--- config.mk ---
export PLATFORM = sky130hd
export DESIGN_NAME = ctb_unit
export DESIGN_NICKNAME = d
export VERILOG_FILES = /design/src/ctb_pkg.sv /design/src/ctb_cond.sv /design/src/ctb_unit.sv
export SDC_FILE = /design/constraint.sdc
export NUM_CORES = 1
export LEC_CHECK = 0
export BUFFER_PORTS_ARGS = -buffer_cell sky130_fd_sc_hd__buf_2
export CAP_MARGIN = 25
export CORE_ASPECT_RATIO = 2
export CORE_UTILIZATION = 25
export DETAILED_ROUTE_END_ITERATION = 8
export GPL_ROUTABILITY_DRIVEN = 0
export SYNTH_ARGS = -nofsm -noshare
export SYNTH_HDL_FRONTEND = slang
export SYNTH_SLANG_ARGS = --single-unit
--- constraint.sdc ---
create_clock -name CLOCK -period 2.75 [get_ports CLOCK]
set_input_delay 0.275 -clock CLOCK [delete_from_list [all_inputs] [get_ports CLOCK]]
set_output_delay 0.275 -clock CLOCK [all_outputs]
set_load 0.03 [all_outputs]
--- src/ctb_pkg.sv ---
// Package for the character test branch unit
package ctb_pkg;
  localparam int unsigned ADDR_W    = 18;
  localparam int unsigned CHAR_W    = 6;
  localparam logic [2:0]  DIG_NONE  = 3'h0;
  localparam logic [2:0]  DIG_SPEC  = 3'h7;
  localparam logic [5:0]  VAR_RST   = 6'h00;
  localparam logic [1:0]  CMP_EQ    = 2'h0;
  localparam logic [1:0]  CMP_LOW   = 2'h1;
  localparam logic [1:0]  CMP_HIGH  = 2'h2;
  localparam logic [1:0]  CMP_RST   = 2'h0;
  localparam logic [1:0]  FMT_A     = 2'h0;
  localparam logic [1:0]  FMT_B     = 2'h1;
  localparam logic [1:0]  FMT_C     = 2'h2;
  localparam logic [1:0]  FMT_D     = 2'h3;
  localparam logic [1:0]  OP_COND   = 2'h0;
  localparam logic [1:0]  OP_EQUAL  = 2'h1;

  typedef enum logic [1:0] {
    CTB_IDLE  = 2'b00,
    CTB_FETCH = 2'b01,
    CTB_WAIT  = 2'b10,
    CTB_EXEC  = 2'b11
  } ctb_state_t;

  // Memory character: data bits plus punctuation bits
  typedef struct packed {
    logic              word_mark;
    logic              item_mark;
    logic              zone_b;
    logic              zone_a;
    logic [3:0]        numeric;
  } ctb_char_t;

  // One issued instruction
  typedef struct packed {
    logic [1:0]        op;
    logic [1:0]        fmt;
    logic [ADDR_W-1:0] a_addr;
    logic [ADDR_W-1:0] b_addr;
    logic [CHAR_W-1:0] variant;
  } ctb_instr_t;

  // Outcome of one instruction
  typedef struct packed {
    logic              done;
    logic              taken;
    logic [ADDR_W-1:0] next_seq;
    logic [ADDR_W-1:0] first_operand_address_register;
    logic [ADDR_W-1:0] bar;
  } ctb_result_t;
endpackage

--- src/ctb_cond.sv ---
// Condition evaluator for the character condition branch
`timescale 1ns/1ps
`default_nettype none
module ctb_cond (
  input  wire logic                       legacy,
  input  wire logic [ctb_pkg::CHAR_W-1:0] variant,
  input  wire ctb_pkg::ctb_char_t         ch,
  output logic                            hit
);
  logic [2:0] hi;
  logic [2:0] lo;
  logic       zone_ok;
  logic       punc_ok;

  always_comb begin
    hi = variant[5:3];
    lo = variant[2:0];
    if (legacy && hi == ctb_pkg::DIG_SPEC) begin
      hi = 3'h3;
    end
    case (lo)
      3'h0:    zone_ok = 1'b1;
      3'h1:    zone_ok = ch.zone_a;
      3'h2:    zone_ok = ch.zone_b;
      3'h3:    zone_ok = ch.zone_b & ch.zone_a;
      3'h4:    zone_ok = ~ch.zone_b & ~ch.zone_a;
      3'h5:    zone_ok = ~ch.zone_b & ch.zone_a;
      3'h6:    zone_ok = ch.zone_b & ~ch.zone_a;
      3'h7:    zone_ok = ch.zone_b & ch.zone_a;
      default: zone_ok = 1'b0;
    endcase
    case (hi)
      3'h0:    punc_ok = 1'b1;
      3'h1:    punc_ok = ch.word_mark;
      3'h2:    punc_ok = ch.item_mark;
      3'h3:    punc_ok = ch.word_mark & ch.item_mark;
      3'h4:    punc_ok = ~ch.word_mark & ~ch.item_mark;
      3'h5:    punc_ok = ch.word_mark & ~ch.item_mark;
      3'h6:    punc_ok = ~ch.word_mark & ch.item_mark;
      default: punc_ok = 1'b0;
    endcase
    if (hi == ctb_pkg::DIG_SPEC) begin
      // Standard special group: OR with word mark, X0 unconditional
      hit = (lo == ctb_pkg::DIG_NONE) | zone_ok | ch.word_mark;
    end else begin
      // A zero digit yields true, so AND covers all three cases
      hit = zone_ok & punc_ok;
    end
  end
endmodule
`default_nettype wire

--- src/ctb_unit.sv ---
// Character test branch unit: condition and equality branches
`timescale 1ns/1ps
`default_nettype none
// Functional notes
// - low octal digit selects zone-bit test
// - high octal digit selects punctuation test
// - zero digit ignored, else both conditions
// - standard 70 branches unconditionally
// - standard 7X: zone test or word mark
// - legacy mode treats 7X as 3X
// - basic condition set always supported
// - taken branch jumps, sequence saved to B
// - fall through: B is B-1, A kept
// - A address loaded, taken uses full register
// - formats b, c, d reuse stored variant
// - formats c, d fetch at B register
// - format d target from A register
// - equality branch on exact bit match
// - word mark ignored, never written
// - compare mode sets comparison indicators on equality branches only
module ctb_unit #(
  parameter int unsigned ADDR_W = ctb_pkg::ADDR_W
) (
  input  wire logic                       CLOCK,
  input  wire logic                       RST_B,
  input  wire logic                       LEGACY_MODE,
  input  wire logic                       COMPARE_MODE,
  input  wire logic                       INSTR_VALID,
  input  wire ctb_pkg::ctb_instr_t        INSTR,
  input  wire logic [ADDR_W-1:0]          SEQ_IN,
  input  wire logic                       MEM_ACK,
  input  wire ctb_pkg::ctb_char_t         MEM_RDATA,
  output logic                            BUSY,
  output logic                            MEM_REQ,
  output logic [ADDR_W-1:0]               MEM_ADDR,
  output ctb_pkg::ctb_result_t            RESULT,
  output logic [1:0]                      COMPARE_IND,
  output logic [ctb_pkg::CHAR_W-1:0]      VARIANT_HELD
);
  typedef struct packed {
    ctb_pkg::ctb_state_t          st;
    logic [1:0]                   op;
    logic [1:0]                   fmt;
    logic [ADDR_W-1:0]            first_operand_address_register;
    logic [ADDR_W-1:0]            bar;
    logic [ADDR_W-1:0]            seq;
    logic [ctb_pkg::CHAR_W-1:0]   var_held;
    ctb_pkg::ctb_char_t           ch;
    logic                         mem_req;
    ctb_pkg::ctb_result_t         res;
    logic [1:0]                   cmp;
    logic                         busy;
  } ctb_regs_t;

  ctb_regs_t s_r;
  ctb_regs_t s_nxt;
  logic      cond_hit;
  logic      eq_hit;
  logic      taken;
  logic [5:0] ch_data;

  // Only the data bits take part in the equality test
  assign ch_data = {s_r.ch.zone_b, s_r.ch.zone_a, s_r.ch.numeric};

  ctb_cond u_cond (
    .legacy  (LEGACY_MODE),
    .variant (s_r.var_held),
    .ch      (s_r.ch),
    .hit     (cond_hit)
  );

  assign eq_hit = (ch_data == s_r.var_held);
  assign taken  = (s_r.op == ctb_pkg::OP_EQUAL) ? eq_hit : cond_hit;

  always_comb begin
    s_nxt = s_r;
    s_nxt.res.done = 1'b0;
    case (s_r.st)
      ctb_pkg::CTB_IDLE: begin
        if (INSTR_VALID) begin
          s_nxt.op  = INSTR.op;
          s_nxt.fmt = INSTR.fmt;
          s_nxt.seq = SEQ_IN;
          if (INSTR.fmt == ctb_pkg::FMT_A) begin
            s_nxt.var_held = INSTR.variant;
          end
          if (INSTR.fmt != ctb_pkg::FMT_D) begin
            // Whole field supplied here; narrower addresses would merge upper bits upstream
            s_nxt.first_operand_address_register = INSTR.a_addr;
          end
          if (INSTR.fmt == ctb_pkg::FMT_A || INSTR.fmt == ctb_pkg::FMT_B) begin
            s_nxt.bar = INSTR.b_addr;
          end
          s_nxt.st = ctb_pkg::CTB_FETCH;
        end
      end
      ctb_pkg::CTB_FETCH: begin
        s_nxt.mem_req = 1'b1;
        s_nxt.st      = ctb_pkg::CTB_WAIT;
      end
      ctb_pkg::CTB_WAIT: begin
        if (MEM_ACK) begin
          s_nxt.mem_req = 1'b0;
          s_nxt.ch      = MEM_RDATA; // read only; memory is never written
          s_nxt.st      = ctb_pkg::CTB_EXEC;
        end
      end
      ctb_pkg::CTB_EXEC: begin
        s_nxt.res.done  = 1'b1;
        s_nxt.res.taken = taken;
        s_nxt.res.first_operand_address_register   = s_r.first_operand_address_register;
        if (taken) begin
          s_nxt.res.next_seq = s_r.first_operand_address_register;
          s_nxt.res.bar      = s_r.seq;
          s_nxt.bar          = s_r.seq;
        end else begin
          s_nxt.res.next_seq = s_r.seq;
          s_nxt.res.bar      = s_r.bar - {{(ADDR_W-1){1'b0}}, 1'b1};
          s_nxt.bar          = s_r.bar - {{(ADDR_W-1){1'b0}}, 1'b1};
        end
        if (s_r.op == ctb_pkg::OP_EQUAL && COMPARE_MODE) begin
          if (eq_hit) begin
            s_nxt.cmp = ctb_pkg::CMP_EQ;
          end else if (ch_data > s_r.var_held) begin
            s_nxt.cmp = ctb_pkg::CMP_HIGH;
          end else begin
            s_nxt.cmp = ctb_pkg::CMP_LOW;
          end
        end
        s_nxt.st = ctb_pkg::CTB_IDLE;
      end
      default: s_nxt.st = ctb_pkg::CTB_IDLE;
    endcase
    // Busy kept as its own flop so the port never decodes state combinationally
    s_nxt.busy = (s_nxt.st != ctb_pkg::CTB_IDLE);
  end

  always_ff @(posedge CLOCK) begin
    if (!RST_B) begin
      s_r          <= '0;
      s_r.st       <= ctb_pkg::CTB_IDLE;
      s_r.var_held <= ctb_pkg::VAR_RST;
      s_r.cmp      <= ctb_pkg::CMP_RST;
    end else begin
      s_r <= s_nxt;
    end
  end

  always_comb begin
    BUSY         = s_r.busy;
    MEM_REQ      = s_r.mem_req;
    MEM_ADDR     = s_r.bar;
    RESULT       = s_r.res;
    COMPARE_IND  = s_r.cmp;
    VARIANT_HELD = s_r.var_held;
  end
endmodule
`default_nettype wire

==> results of run 1 <==
[layer usage]
layer / wire length [um] / vias up
li1: - / 2602
met3: 996 / 43
met5: 12 / -
met2: 10400 / 159
met1: 7500 / 2428
met4: 946 / 2
[cell type report]
cell class,instances,area [um2],share of cell area
Inverter,17,63.8,0.00848
Tap cell,336,420,0.0559
Timing Repair Buffer,173,921,0.122
Sequential cell,132,2640,0.351
Antenna cell,1,2.50,0.000333
Clock buffer,20,457,0.0607
Clock inverter,11,198,0.0263
Multi-Input combinational cell,472,2820,0.375
[logic make-up (layout without fill, tap and decap cells)]
family                     after synthesis  count (layout)
AOI/OAI and AO/OA                      173             173
xor gates and xnor gates                15              15
adders and majority gates               11              11
buffers and inverters                  142             221
DFF                                    132             132
muxes                                   44              44
other                                    0               1
and+or+nand+nor                        229             229
[synth_stat cells, types with 3 or more instances]
cell type	number	area (um2)
inv_1	14	52.6
clkbuf_1	32	120
buf_2	4	20.0
xor2_1	11	96.3
nor2_1	38	143
dfxtp_1	132	2640
nand3_1	15	75.1
nor2b_1	3	18.8
nand2b_1	6	37.5
a31oi_1	18	113
buf_4	83	623
nand4_1	4	25.0
ha_1	11	138
o221ai_1	6	52.6
a21oi_1	87	435
buf_6	4	45.0
nor4_4	3	63.8
nand2_1	146	548
o21ai_0	36	180
mux2i_1	44	440
xnor2_1	4	35.0
o221ai_2	10	150
[power groups by stage]
| stage | logic, W | registers (W) | clock network [W] |
|---|---|---|---|
| floorplan | 0.00198 | 0.00244 | 0 |
| global placement | 0.00241 | 0.00255 | 0 |
| detailed placement | 0.00244 | 0.00256 | 0 |
| CTS | 0.00245 | 0.00252 | 0.00261 |
| global route | 0.00268 | 0.00254 | 0.00268 |
| finish | 0.00243 | 0.00251 | 0.00255 |
[metrics by stage]
| stage | power [W] | setup WS (ns) | cell area, um2 | hold slack, ns |
|---|---|---|---|---|
| floorplan | 0.00442 | 0.802 | 6320 | 0.411 |
| global placement | 0.00497 | 0.596 | 6870 | 0.438 |
| detailed placement | 0.00500 | 0.544 | 6870 | 0.450 |
| CTS | 0.00758 | 0.529 | 7520 | 0.0646 |
| global route | 0.00790 | 0.342 | 7520 | 0.0694 |
| finish | 0.00750 | 0.532 | 7520 | 0.0852 |
[tightest hold or removal path, stage by stage]
cell and delay, ns:
buf_2 0.10, nand2_1 0.05, a21oi_1 0.05
[worst paths after layout]
kind / startpoint / endpoint / slack [ns] / depth (start not counted)
worst min register to register: RESULT[17] / RESULT[17] / 0.46 / 2
worst max-delay path: VARIANT_HELD[3] / RESULT[39] / 0.53 / 9
worst min-delay path: SEQ_IN[16] / s_r[90] / 0.09 / 3
worst max register to register: VARIANT_HELD[3] / RESULT[39] / 0.53 / 9
[sequential cells by signal, summed over array words and instances, names as in the netlist]
| register | flops |
|---|---|
| ch_data | 6 |
| MEM_ADDR | 18 |
| BUSY | 1 |
| COMPARE_IND | 2 |
| s_r | 42 |
| VARIANT_HELD | 6 |
| RESULT | 56 |
| MEM_REQ | 1 |
==> impl_metrics.tcl, run 1 <==
set metrics [dict create \
    dp_hpwl_mm 14.6 \
    clock_skew_ns 0.00860 \
    fp-row-count 82 \
    slowest_delay_ns 0.44 \
    status "finished, final reports clean" \
    synth_mux_area_frac 0.0697 \
    use_met3 0.0385 \
    synth_cell_type_count 48 \
    htreeDepth 4 \
    rsz0062_at_grt "false" \
    crit_buf_inv 2 \
    setup_viol 0 \
    pwr-share-comb 0.325 \
    routed_wl_mm 19.9 \
    worst_setup_path_start_kind "flop" \
    dieArea_um2 26000 \
    syn_avg_cell_area_um2 8.47 \
    antenna_found_initial 1 \
    synthSimpleGateAreaFrac 0.163 \
    p_int_w 0.00470 \
    viasPerCell 4.50 \
    crit_type "reg -> reg" \
    ctsLongestPathBuffers 2 \
    use_met1 0.159 \
    initial_utilization 0.253 \
    nNetsFinal 902 \
    cp.required_ns 3.03 \
    fillCellCount 2661 \
    timing.setup.tns_ns 0 \
    cts_resized 0 \
    synth_ff_type "dfxtp_1" \
    drv_slew 0 \
    swShare 0.373 \
    clkTransAtPathRegs_ns 0.06 \
    grt_overflow_total 0 \
    hp-class "in -> reg" \
    p_leak_nw 3.13 \
    critPathTopFamily "compound AO/OA/AOI/OAI gates" \
    synth_area_um2 6320 \
    gr-max-usage-layer "met2" \
    synth_compound_gate_area_share 0.168 \
    max_freq_ghz 0.451 \
    min_period_over_period 0.807 \
    yosys_warnings 0 \
    mostFrequentLayoutCells "buf_2, nand2_1, dfxtp_1" \
    synth-edff-count 0 \
    core_area_um2 24900 \
    ctsHoldBuffers 0 \
    area_delta_synth_final_pct 19.1 \
    clockPowerShare 0.341 \
    grt_max_degree 63 \
    endpoint_kind "flop" \
    dieHeight_um 227 \
    num_vias 5234 \
    postCtsSetupBuffers 0 \
    use_met2 0.279 \
    hold_viol_final 0 \
    drc 0 \
    critical_path_arrival_ns 2.50 \
    final_common_cell "buf_2" \
    portBuffers 161 \
    drive_gt1_frac 0.279 \
    synth_nets 835 \
    slew_headroom 0.343 \
    clock-sinks 132 \
    post-route-util 0.302 \
    drv_cap 0 \
    synthAdderAreaFrac 0.0218 \
    syn-instance-count 746 \
    cts-root-buf "clkbuf_16" \
    synth_xor_area_frac 0.0208 \
    seq_area_frac_synth 0.418 \
    dpl.cell_count 1130 \
    drt-wirelength-per-cell_um 17.1 \
    grtUsageTotal 0.155 \
    fin_crit_ns 2.22 \
    cts-buffers-inserted 17 \
    tightest_slew_ns 0.986 \
    die_w_um 114 \
    power.density_nw_per_um2 996 \
    grt_pass1_wl_mm 29.3 \
    drt_iter0_markers 391 \
    cp_cell_sequence "inv_2 > ha_1 > nand4_1 > nor2_1 > nand2_1 > o21a_2 > buf_12 > mux2i_1 > a21oi_1" \
    peakVddDrop_mv 0.458 \
    drtAntennaViolNets 0 \
    final_cells 1162 \
    power.switching_w 0.00280 \
    first_pass_iters 4 \
    ys_seq_elements 132 \
    synth_top_family_by_area "compound AO/OA/AOI/OAI gates" \
    grt_pass1_vias 5216 \
    power_frac_seq 0.335 \
    critical_path.max_fanout 18 \
    clk-insertion-delay-late_ns 0.43 \
    pin_count 162 \
    crit_slowest_cell "o21a_2" \
    cts_tree "yes" \
    ys_async_sr_fraction 0 \
]
No activity file was read; power rests on OpenSTA's default activity.
==> inputs of run 2 (changes only) <==
clock period = 2.2 ns   (was 2.75 ns; I/O delays follow)
==> run 2 against run 1 <==
- global-route usage is 0.23 points higher
- final cell count up 1.0%
- die area unchanged
- non-clock buffer count rose by 14
- clock power grew 5%
- count of clock-buffer cells in the layout grew 2
- worst setup slack got worse by 0.39 ns
- sequential power increased by 25%
- highest routed layer is now met4
==> impl_metrics.tcl, run 2 (synthesis results as in run 1) <==
set metrics [dict create \
    largest_reg_flops 56 \
    cp_cell_sequence "inv_2 > ha_1 > nand4_1 > nor2_1 > nand2_1 > o21a_2 > buf_12 > mux2i_1 > o32ai_1" \
    power_frac_seq 0.347 \
    fin_total_pwr_w 0.00902 \
    routed_wl_mm 20.1 \
    cts_tree "yes" \
    grtUsageTotal 0.158 \
    area_delta_synth_final_pct 19.6 \
    clock_skew_ns 0.00765 \
    drv_cap 0 \
    p_leak_nw 3.15 \
    grt_max_degree 41 \
    crit_type "reg -> reg" \
    crit_slowest_cell "dfxtp_1" \
    antenna_found_initial 0 \
    viasPerCell 4.46 \
    max_freq_ghz 0.486 \
    drt_iter0_markers 229 \
    p_int_w 0.00551 \
    cts-root-buf "clkbuf_16" \
    core_area_um2 24900 \
    ctsHoldBuffers 0 \
    worst_setup_path_start_kind "flop" \
    drtAntennaViolNets 0 \
    pwr-share-comb 0.356 \
    grt_overflow_total 0 \
    htreeDepth 4 \
    grt_pass1_wl_mm 29.6 \
    first_pass_iters 4 \
    min_period_over_period 0.935 \
    fin_crit_ns 2.06 \
    diodes 0 \
    critical_path_arrival_ns 2.38 \
    pin_count 162 \
    fp-row-count 82 \
    slew_headroom 0.623 \
    cp.required_ns 2.52 \
    dpl.cell_count 1144 \
    power.switching_w 0.00350 \
    nNetsFinal 916 \
    final_cells 1174 \
    setup_viol 0 \
    status "finished, final reports clean" \
    final_common_cell "buf_2" \
    clockPowerShare 0.297 \
    tightest_slew_ns 0.560 \
    grt_pass1_vias 5162 \
    rsz0062_at_grt "false" \
    mostFrequentLayoutCells "buf_2, nand2_1, dfxtp_1" \
    dieArea_um2 26000 \
    portBuffers 161 \
    drv_slew 0 \
    clkTransAtPathRegs_ns 0.06 \
    initial_utilization 0.253 \
    slowest_delay_ns 0.40 \
    clock-sinks 132 \
    drt-wirelength-per-cell_um 17.1 \
    dp_hpwl_mm 15.0 \
    drive_gt1_frac 0.289 \
    swShare 0.389 \
    cts-buffers-inserted 17 \
    power.density_nw_per_um2 1190 \
    clk-insertion-delay-late_ns 0.43 \
    peakVddDrop_mv 0.633 \
    num_vias 5232 \
    endpoint_kind "flop" \
    timing.setup.tns_ns 0 \
    hold_viol_final 0 \
    die_w_um 114 \
    hp-class "in -> reg" \
    critical_path.max_fanout 19 \
    dieHeight_um 227 \
    ctsLongestPathBuffers 2 \
    drc 0 \
]
run 2: power by group through the flow:
stage                     logic, W  clock network, W  registers, W
final                      0.00321           0.00268       0.00313
after global routing       0.00354           0.00284       0.00318
after CTS                  0.00322           0.00275       0.00315
after detailed placement   0.00321                 0       0.00320
after global placement     0.00317                 0       0.00319
after floorplan            0.00248                 0       0.00305
run 2: final timing paths:
path,startpoint,to,cells past startpoint,slack (ns)
worst max-delay path,VARIANT_HELD[3],MEM_ADDR[7],9,0.14
worst min-delay path,INSTR[26],s_r[112],3,0.03
worst max register to register,VARIANT_HELD[3],MEM_ADDR[7],9,0.14
worst min register to register,s_r[130],s_r[130],2,0.46
run 2: area by class of cell:
type,instances,area [um2]
clock buffers,22,464
clock inverters,8,80.1
fillers,2699,17400
inverters,17,63.8
multi-input cells,472,2830
flip-flops and latches,132,2640
well taps,336,420
repair buffers,187,1050
run 2: layer usage:
| layer | GRT usage | part of all wire | vias to the layer above |
|---|---|---|---|
| li1 | - | - | 2630 |
| met1 | 0.160 | 0.38 | 2450 |
| met2 | 0.300 | 0.55 | 127 |
| met3 | 0.0356 | 0.039 | 25 |
| met4 | 0.0700 | 0.025 | 0 |
| met5 | 0 | 0 | - |
run 2: repair_timing:
action	in CTS	in global routing
setup buffers	0	0
resized for setup	0	3
setup endpoints to repair	0	10
run 2: critical path: cells and delay by family, from the launching register on:
kind	cells	cell delay, ns
compound gates	2	0.46
flops	1	0.40
simple gates	3	0.39
fa+ha+maj	1	0.31
buf+inv	2	0.25
mux	1	0.14
run 2: stage by stage:
stage | hold slack (ns) | util | cell area [um2] | setup slack, ns
floorplan | 0.356 | - | 6320 | 0.252
global placement | 0.443 | 0.281 | 7000 | 0.166
detailed placement | 0.448 | 0.281 | 7000 | 0.112
CTS | 0.00114 | 0.303 | 7540 | 0.0771
global route | 0.0259 | 0.303 | 7560 | 0.0106
finish | 0.0265 | 0.303 | 7560 | 0.143
